--- src/hw/etvs_pkg.sv ---
// constants and types for the virtual energy and temperature scaling block
// Functional notes
// - energy value = raw energy times energy coefficient
// - energy coefficient resets to 0x0001
// - real/reactive views are scaled forward minus reverse
// - apparent views scale the single apparent accumulator
// - temperature = raw times coeff / 2^16 - 273.15
// - command 0xC01 returns the converted temperature
// - values computed on request, with added latency
// - eight bytes sent least significant byte first
// - top two bytes zero, bit 47 sign
// - real and reactive energy views are signed
package etvs_pkg;
	localparam int ACC_W     = 32;
	localparam int NET_W     = ACC_W + 3;
	localparam int COEF_W    = 16;
	localparam int VAL_W     = 48;
	localparam int PAD_W     = 16;
	localparam int TEMP_W    = 16;
	localparam int ADDR_W    = 12;
	localparam int PHASES    = 3;
	localparam int KINDS     = 6;
	localparam int PROD_W    = NET_W + COEF_W + 1;
	localparam int TPROD_W   = TEMP_W + COEF_W + 7;
	localparam int TFRAC_W   = 16;

	localparam logic [ADDR_W-1:0] OFS_ENERGY_COEFF = 12'h01a;
	localparam logic [ADDR_W-1:0] OFS_TEMP_COEFF   = 12'h060;
	localparam logic [COEF_W-1:0] RST_ENERGY_COEFF = 16'h0001;
	localparam logic [COEF_W-1:0] RST_TEMP_COEFF   = 16'h0000;

	localparam logic [ADDR_W-1:0] CMD_TEMPERATURE  = 12'hc01;
	localparam logic [7:0] GRP_REAL    = 8'h8c;
	localparam logic [7:0] GRP_REACT   = 8'h8d;
	localparam logic [7:0] GRP_APP     = 8'h87;
	localparam logic [7:0] GRP_REALF   = 8'h8e;
	localparam logic [7:0] GRP_REACTF  = 8'h8f;
	localparam logic [7:0] GRP_APPF    = 8'h88;
	localparam logic [3:0] PH_A        = 4'h1;
	localparam logic [3:0] PH_B        = 4'h2;
	localparam logic [3:0] PH_C        = 4'h4;
	localparam logic [3:0] PH_T        = 4'h7;

	// temperature reported in hundredths of a degree
	localparam logic [6:0]  TEMP_SCALE  = 7'h64;
	localparam logic [VAL_W-1:0] TEMP_OFFSET = 48'h0000_0000_6ab3;
	localparam logic [2:0]  LAST_BYTE   = 3'h7;

	typedef enum logic [1:0] {
		ETVS_IDLE   = 2'b00,
		ETVS_SELECT = 2'b01,
		ETVS_SCALE  = 2'b10,
		ETVS_SEND   = 2'b11
	} etvs_state_t;

	typedef struct packed {
		logic [PHASES-1:0][ACC_W-1:0] real_energy_forward_acc;
		logic [PHASES-1:0][ACC_W-1:0] real_energy_reverse_acc;
		logic [PHASES-1:0][ACC_W-1:0] reactive_energy_forward_acc;
		logic [PHASES-1:0][ACC_W-1:0] reactive_energy_reverse_acc;
		logic [PHASES-1:0][ACC_W-1:0] real_fund_forward_acc;
		logic [PHASES-1:0][ACC_W-1:0] real_fund_reverse_acc;
		logic [PHASES-1:0][ACC_W-1:0] reactive_fund_forward_acc;
		logic [PHASES-1:0][ACC_W-1:0] reactive_fund_reverse_acc;
		logic [PHASES-1:0][ACC_W-1:0] apparent_energy_acc;
		logic [PHASES-1:0][ACC_W-1:0] apparent_fundamental_energy_acc;
		logic [TEMP_W-1:0]            raw_temperature;
	} etvs_raw_t;
endpackage

--- src/hw/etvs_core.sv ---
// virtual energy and temperature scaling datapath
`timescale 1ns/1ps
module etvs_core (
	input  wire logic                          clk,
	input  wire logic                          rst,
	input  wire etvs_pkg::etvs_raw_t           raw,
	input  wire logic                          reg_wr,
	input  wire logic                          reg_rd,
	input  wire logic [etvs_pkg::ADDR_W-1:0]   reg_addr,
	input  wire logic [etvs_pkg::COEF_W-1:0]   reg_wdata,
	output logic      [etvs_pkg::COEF_W-1:0]   reg_rdata,
	input  wire logic                          req_valid,
	output logic                               req_ready,
	input  wire logic [etvs_pkg::ADDR_W-1:0]   req_addr,
	output logic                               out_valid,
	input  wire logic                          out_ready,
	output logic      [7:0]                    out_data,
	output logic                               out_last
);
	logic [etvs_pkg::COEF_W-1:0] energy_scale_coeff;
	logic [etvs_pkg::COEF_W-1:0] temperature_scale_coeff;
	logic [etvs_pkg::COEF_W-1:0] next_energy_scale_coeff;
	logic [etvs_pkg::COEF_W-1:0] next_temperature_scale_coeff;
	logic [etvs_pkg::COEF_W-1:0] next_reg_rdata;

	etvs_pkg::etvs_state_t       state;
	etvs_pkg::etvs_state_t       next_state;
	logic [etvs_pkg::ADDR_W-1:0] addr;
	logic [etvs_pkg::ADDR_W-1:0] next_addr;
	logic [etvs_pkg::NET_W-1:0]  operand;
	logic [etvs_pkg::NET_W-1:0]  next_operand;
	logic                        is_temp;
	logic                        next_is_temp;
	logic [63:0]                 shift;
	logic [63:0]                 next_shift;
	logic [2:0]                  cnt;
	logic [2:0]                  next_cnt;
	logic [7:0]                  req_group;
	logic [3:0]                  req_phase;

	logic [etvs_pkg::NET_W-1:0] net [etvs_pkg::KINDS][etvs_pkg::PHASES];

	localparam int EXT = etvs_pkg::NET_W - etvs_pkg::ACC_W;

	// modulo subtraction in the wider width yields a proper signed net
	for (genvar p = 0; p < etvs_pkg::PHASES; p++) begin : g_phase
		assign net[0][p] = {{EXT{1'b0}}, raw.real_energy_forward_acc[p]}
			- {{EXT{1'b0}}, raw.real_energy_reverse_acc[p]};
		assign net[1][p] = {{EXT{1'b0}}, raw.reactive_energy_forward_acc[p]}
			- {{EXT{1'b0}}, raw.reactive_energy_reverse_acc[p]};
		assign net[3][p] = {{EXT{1'b0}}, raw.real_fund_forward_acc[p]}
			- {{EXT{1'b0}}, raw.real_fund_reverse_acc[p]};
		assign net[4][p] = {{EXT{1'b0}}, raw.reactive_fund_forward_acc[p]}
			- {{EXT{1'b0}}, raw.reactive_fund_reverse_acc[p]};
		assign net[2][p] = {{EXT{1'b0}}, raw.apparent_energy_acc[p]};
		assign net[5][p] = {{EXT{1'b0}},
			raw.apparent_fundamental_energy_acc[p]};
	end

	// register file
	// read data holds until the next read, so a slow host may sample late
	always_comb begin
		next_energy_scale_coeff      = energy_scale_coeff;
		next_temperature_scale_coeff = temperature_scale_coeff;
		next_reg_rdata               = reg_rdata;
		if (reg_wr && reg_addr == etvs_pkg::OFS_ENERGY_COEFF) begin
			next_energy_scale_coeff = reg_wdata;
		end
		if (reg_wr && reg_addr == etvs_pkg::OFS_TEMP_COEFF) begin
			next_temperature_scale_coeff = reg_wdata;
		end
		if (reg_rd) begin
			unique case (reg_addr)
				etvs_pkg::OFS_ENERGY_COEFF: next_reg_rdata = energy_scale_coeff;
				etvs_pkg::OFS_TEMP_COEFF:
					next_reg_rdata = temperature_scale_coeff;
				// offsets outside the map read as zero
				default: next_reg_rdata = '0;
			endcase
		end
	end

	always_ff @(posedge clk or posedge rst) begin
		if (rst) begin
			energy_scale_coeff      <= etvs_pkg::RST_ENERGY_COEFF;
			temperature_scale_coeff <= etvs_pkg::RST_TEMP_COEFF;
			reg_rdata               <= '0;
		end else begin
			energy_scale_coeff      <= next_energy_scale_coeff;
			temperature_scale_coeff <= next_temperature_scale_coeff;
			reg_rdata               <= next_reg_rdata;
		end
	end

	// operand selection
	function automatic logic [etvs_pkg::NET_W-1:0] pick(
		input logic [etvs_pkg::NET_W-1:0] a,
		input logic [etvs_pkg::NET_W-1:0] b,
		input logic [etvs_pkg::NET_W-1:0] c,
		input logic [3:0]                 ph
	);
		logic [etvs_pkg::NET_W-1:0] r;
		r = '0;
		unique case (ph)
			etvs_pkg::PH_A: r = a;
			etvs_pkg::PH_B: r = b;
			etvs_pkg::PH_C: r = c;
			etvs_pkg::PH_T: r = a + b + c;
			default: r = '0;
		endcase
		return r;
	endfunction

	logic signed [etvs_pkg::PROD_W-1:0]  eprod;
	logic        [etvs_pkg::TPROD_W-1:0] tprod;
	logic        [etvs_pkg::VAL_W-1:0]   tval;
	logic        [etvs_pkg::VAL_W-1:0]   value;
	logic        [etvs_pkg::NET_W-1:0]   sel;
	logic        [2:0]                   kind;

	assign eprod = $signed(operand) * $signed({1'b0, energy_scale_coeff});
	// widen every factor first so the product cannot wrap
	// raw times coeff times 100, shift 16, minus offset
	assign tprod = etvs_pkg::TPROD_W'(raw.raw_temperature)
		* etvs_pkg::TPROD_W'(temperature_scale_coeff)
		* etvs_pkg::TPROD_W'(etvs_pkg::TEMP_SCALE);
	assign tval  = etvs_pkg::VAL_W'(tprod >> etvs_pkg::TFRAC_W)
		- etvs_pkg::TEMP_OFFSET;
	assign value = is_temp ? tval : eprod[etvs_pkg::VAL_W-1:0];

	// upper byte picks the value group, low nibble the phase
	assign {req_group, req_phase} = addr;

	always_comb begin
		kind = 3'h7;
		unique case (req_group)
			etvs_pkg::GRP_REAL:   kind = 3'h0;
			etvs_pkg::GRP_REACT:  kind = 3'h1;
			etvs_pkg::GRP_APP:    kind = 3'h2;
			etvs_pkg::GRP_REALF:  kind = 3'h3;
			etvs_pkg::GRP_REACTF: kind = 3'h4;
			etvs_pkg::GRP_APPF:   kind = 3'h5;
			default:              kind = 3'h7;
		endcase
		sel = '0;
		// groups outside the table answer zero
		if (kind < 3'(etvs_pkg::KINDS)) begin
			sel = pick(net[kind][0], net[kind][1], net[kind][2], req_phase);
		end
	end

	always_comb begin
		next_state   = state;
		next_addr    = addr;
		next_operand = operand;
		next_is_temp = is_temp;
		next_shift   = shift;
		next_cnt     = cnt;
		unique case (state)
			etvs_pkg::ETVS_IDLE: begin
				if (req_valid) begin
					next_addr  = req_addr;
					next_state = etvs_pkg::ETVS_SELECT;
				end
			end
			etvs_pkg::ETVS_SELECT: begin
				// latched so the multiplier never sees the select path
				next_operand = sel;
				next_is_temp = (addr == etvs_pkg::CMD_TEMPERATURE);
				next_state   = etvs_pkg::ETVS_SCALE;
			end
			etvs_pkg::ETVS_SCALE: begin
				next_shift = {{etvs_pkg::PAD_W{1'b0}}, value};
				next_cnt   = '0;
				next_state = etvs_pkg::ETVS_SEND;
			end
			etvs_pkg::ETVS_SEND: begin
				// host may stall; the byte stands until taken
				if (out_ready) begin
					next_shift = {8'h00, shift[63:8]};
					next_cnt   = cnt + 3'h1;
					if (cnt == etvs_pkg::LAST_BYTE) begin
						next_state = etvs_pkg::ETVS_IDLE;
					end
				end
			end
		endcase
	end

	always_ff @(posedge clk or posedge rst) begin
		if (rst) begin
			state   <= etvs_pkg::ETVS_IDLE;
			addr    <= '0;
			operand <= '0;
			is_temp <= 1'b0;
			shift   <= '0;
			cnt     <= '0;
		end else begin
			state   <= next_state;
			addr    <= next_addr;
			operand <= next_operand;
			is_temp <= next_is_temp;
			shift   <= next_shift;
			cnt     <= next_cnt;
		end
	end

	assign req_ready = (state == etvs_pkg::ETVS_IDLE);
	assign out_valid = (state == etvs_pkg::ETVS_SEND);
	assign out_data  = shift[7:0];
	assign out_last  = out_valid && (cnt == etvs_pkg::LAST_BYTE);
endmodule

--- config.mk ---
export PLATFORM = sky130hd
export DESIGN_NAME = etvs_core
export DESIGN_NICKNAME = d
export VERILOG_FILES = /design/src/hw/etvs_pkg.sv /design/src/hw/etvs_core.sv
export SDC_FILE = /design/constraint.sdc
export NUM_CORES = 2
export LEC_CHECK = 0
export BUFFER_PORTS_ARGS = -buffer_cell sky130_fd_sc_hd__buf_2
export CORE_UTILIZATION = 30
export DETAILED_ROUTE_END_ITERATION = 8
export MAX_ROUTING_LAYER = met4
export SLEW_MARGIN = 30
export SYNTH_ARGS = -nofsm -noshare
export SYNTH_HDL_FRONTEND = slang
export SYNTH_SLANG_ARGS = --single-unit
--- constraint.sdc ---
create_clock -name clk -period 13.2 [get_ports clk]
set_input_delay 2.64 -clock clk [delete_from_list [all_inputs] [get_ports clk]]
set_output_delay 2.64 -clock clk [all_outputs]
set_load 0.01 [all_outputs]
==> run_results.csv <==
group,metric,value,unit
clocking,clock-root-buffer,"clkbuf_16",
worst_setup_path,cp_max_fo,7,
global_routing,grt_pass1_wl,472,mm
clocking,cts_sinks,149,
global_routing,grt_usage,0.321,
synth,synth_common_cells,"inv_1 (1382), nand2_1 (943), fa_1 (768)",
worst_setup_path,crit_top_cell,"fa_1",
clocking,hold_buffers,0,
clocking,path_clk_slew,80,ps
detailed_routing,viasPerCell,5.38,
worst_setup_path,required,13580,ps
detailed_routing,vias,64500,
timing,hold_viol,0,
floorplan,die_w,461,um
global_routing,grt-ovfl-total,0,
clocking,cts_tree,"yes",
worst_setup_path,worstRegToRegCells,37,
pwr,ir_drop,0.102,mV
synth,synthTopCellsByArea,"fa_1 (24%), ha_1 (15%), inv_1 (8.2%)",
hold_path,hold_depth,2,
timing,clock-skew-final,17.0,ps
timing,fin_crit_sh,0.948,
clocking,clk_latency,490,ps
worst_setup_path,crit_cells,40,
global_routing,antenna_found_initial,146,
floorplan,dieArea,0.212,mm^2
worst_setup_path,startpoint,"raw[7]",
timing,fmax,0.0799,GHz
floorplan,die_h,461,um
detailed_routing,detail-route-antenna-nets,0,
clocking,htree_num_levels,4,
detailed_routing,route.detailed.drc,0,
floorplan,core_area,0.209,mm^2
synth,synthesis.nets,10600,
cells_and_area,nFillCells,22500,
synth,synth_top_area_frac,0.243,
synth,synth.largest_area_cell,"fa_1",
job,drv_cap,0,
synth,synthMostInstantiatedCell,"inv_1",
worst_setup_path,path_buf_inv,7,
timing,setup-tns-final,0,ps
global_routing,first_global_vias,65000,
clocking,clockBufferDepth,2,
synth,ys_types,90,
timing,slew_headroom,0.306,
worst_setup_path,path_class,"in -> reg",
timing,drv_slew,0,
worst_setup_path,cp.arrival,12890,ps
timing,worst-slew-pin-transition,1040,ps
pwr,power_density,50.9,mW/mm^2
global_routing,grt_max_degree,110,
worst_setup_path,cp_top_family,"adder cells",
cells_and_area,drive_gt1_frac,0.153,
timing,setup_viol,0,
worst_setup_path,endpoint,"shift[22]",
worst_setup_path,r2r-start,"temperature_scale_coeff[1]",
synth,syn_area_per_cell,7.82,um^2
synth,async_reset_ff_frac,1.00,
detailed_routing,wl_per_cell,28.2,um
clocking,numCtsBuffers,17,
cells_and_area,nets,11500,
worst_setup_path,worstSetupStartpointType,"input port",
worst_setup_path,slowest_delay,540,ps
hold_path,hp-class,"reg -> reg",
placed_design,port-buffer-count,1048,
cells_and_area,syn_to_final_growth,15.7,%
placed_design,globalplace.congestion,1.06,
floorplan,placementRows,168,
synth,yosysSeqAreaShare,0.0590,
synth,netlist_area,0.0632,mm^2
worst_setup_path,regToRegSetupSlack,2170,ps
detailed_routing,drtIter0Drc,5461,
floorplan,io_pins,1049,
worst_setup_path,endpoint_kind,"register",
synth,ys_seq_elements,149,
floorplan,start_util,0.302,
synth,ys.flop_type,"dfrtp_1",
placed_design,hpwl,295,mm
synth,ys.warnings.count,0,
detailed_routing,dr.pass1.iters,8,
worst_setup_path,critPathSlowestCell,"fa_1",
synth,synth_cells,8082,
synth,synth-edff-count,0,
run_status,status,"completed",
timing,rsz0062_at_grt,"no",
worst_setup_path,worst_r2r_endpoint,"shift[22]",
timing,period_needed,12520,ps
detailed_routing,wirelength,338,mm
timing,hold_ws,492,ps
pwr,p_leak,36.9,nW
pwr,power.total,0.00372,W
-- layer usage --
layer  track usage  share of wire  vias to the layer above
li1              -              -                    29000
met1         0.352           0.37                    32100
met2         0.507           0.46                     2876
met3        0.0739          0.082                      601
met4         0.245          0.091                        0
met5             -              0                        -
-- worst min-delay path: stages, from the launching register on --
cell,delay [ps]
dfrtp_1,350
nand2_1,50
o21ai_0,60
-- cell usage in the layout (no fill, tap or decap), types with 62 or more instances in the layout --
cell type and instances:
inv_1 1381, buf_2 1047, nand2_1 943, fa_1 768, ha_1 740, a21oi_1 581, and2_1 350, o21ai_0 347
nor2_1 341, xnor2_1 280, a21o_1 238, diode_2 198, xor2_1 181, buf_4 144, dfrtp_1 138, nand3_1 104
nor3_1 79, a31oi_1 78, nand2b_1 77, o211ai_1 73, o21a_1 68, a211oi_1 65, o21bai_1 62, nor2b_1 62
-- timing repair --
item	4_1_cts	5_1_grt
endpoints found under the hold margin	0	0
endpoints found under the setup margin	0	1
buffers inserted	0	0
resized for setup	0	2
-- logic make-up (layout without fill, tap and decap cells) --
group           Yosys count  after routing  synth area share
compound gates         1986           1986             0.205
xor+xnor                462            462            0.0640
fa+ha+maj              1508           1508             0.390
buf+inv                1707           2612             0.102
flops                   149            149            0.0590
mux                      91             91            0.0170
other cells               0            198                 0
simple gates           2179           2179             0.163
-- flip-flops by register name, summed over array words and instances, names as in the netlist --
| signal | flops |
|---|---|
| shift | 48 |
| operand | 35 |
| energy_scale_coeff | 16 |
| reg_rdata | 16 |
| temperature_scale_coeff | 16 |
| addr | 12 |
| cnt | 3 |
| state | 2 |
| is_temp | 1 |
-- metrics by stage --
step,instances,util,worst slack (ps),area [um^2]
3_3_place_gp,11800,0.344,248,72000
3_5_place_dp,11800,0.344,135,72000
6_report,12000,0.349,682,73100
5_1_grt,12000,0.349,73.9,73100
4_1_cts,11800,0.347,626,72600
2_1_floorplan,8082,-,809,63200
-- cell type report --
| type | instances | area [um^2] | area share |
|---|---|---|---|
| diodes | 198 | 495 | 0.00678 |
| clock buffers | 17 | 425 | 0.00582 |
| clock inverters | 15 | 160 | 0.00219 |
| inverters | 1383 | 5200 | 0.0711 |
| multi-input cells | 6226 | 53200 | 0.727 |
| flip-flops and latches | 149 | 3740 | 0.0512 |
| well taps | 2805 | 3510 | 0.0480 |
| repair buffers | 1197 | 6420 | 0.0878 |
-- worst min-delay path by stage --
stage,start,to
2_1_floorplan,shift[14],shift[14]
3_3_place_gp,shift[21],shift[21]
3_5_place_dp,shift[21],shift[21]
4_1_cts,shift[29],shift[29]
5_1_grt,shift[21],shift[21]
6_report,shift[29],shift[29]
-- power by group --
group / internal (W) / total, W / switching, W / leakage [nW]
registers: 0.000525 / 0.000613 / 0.0000879 / 1.98
logic: 0.000869 / 0.00259 / 0.00172 / 34.7
clock network: 0.000268 / 0.000522 / 0.000254 / 0.285
No activity file was read; power rests on OpenSTA's default activity.
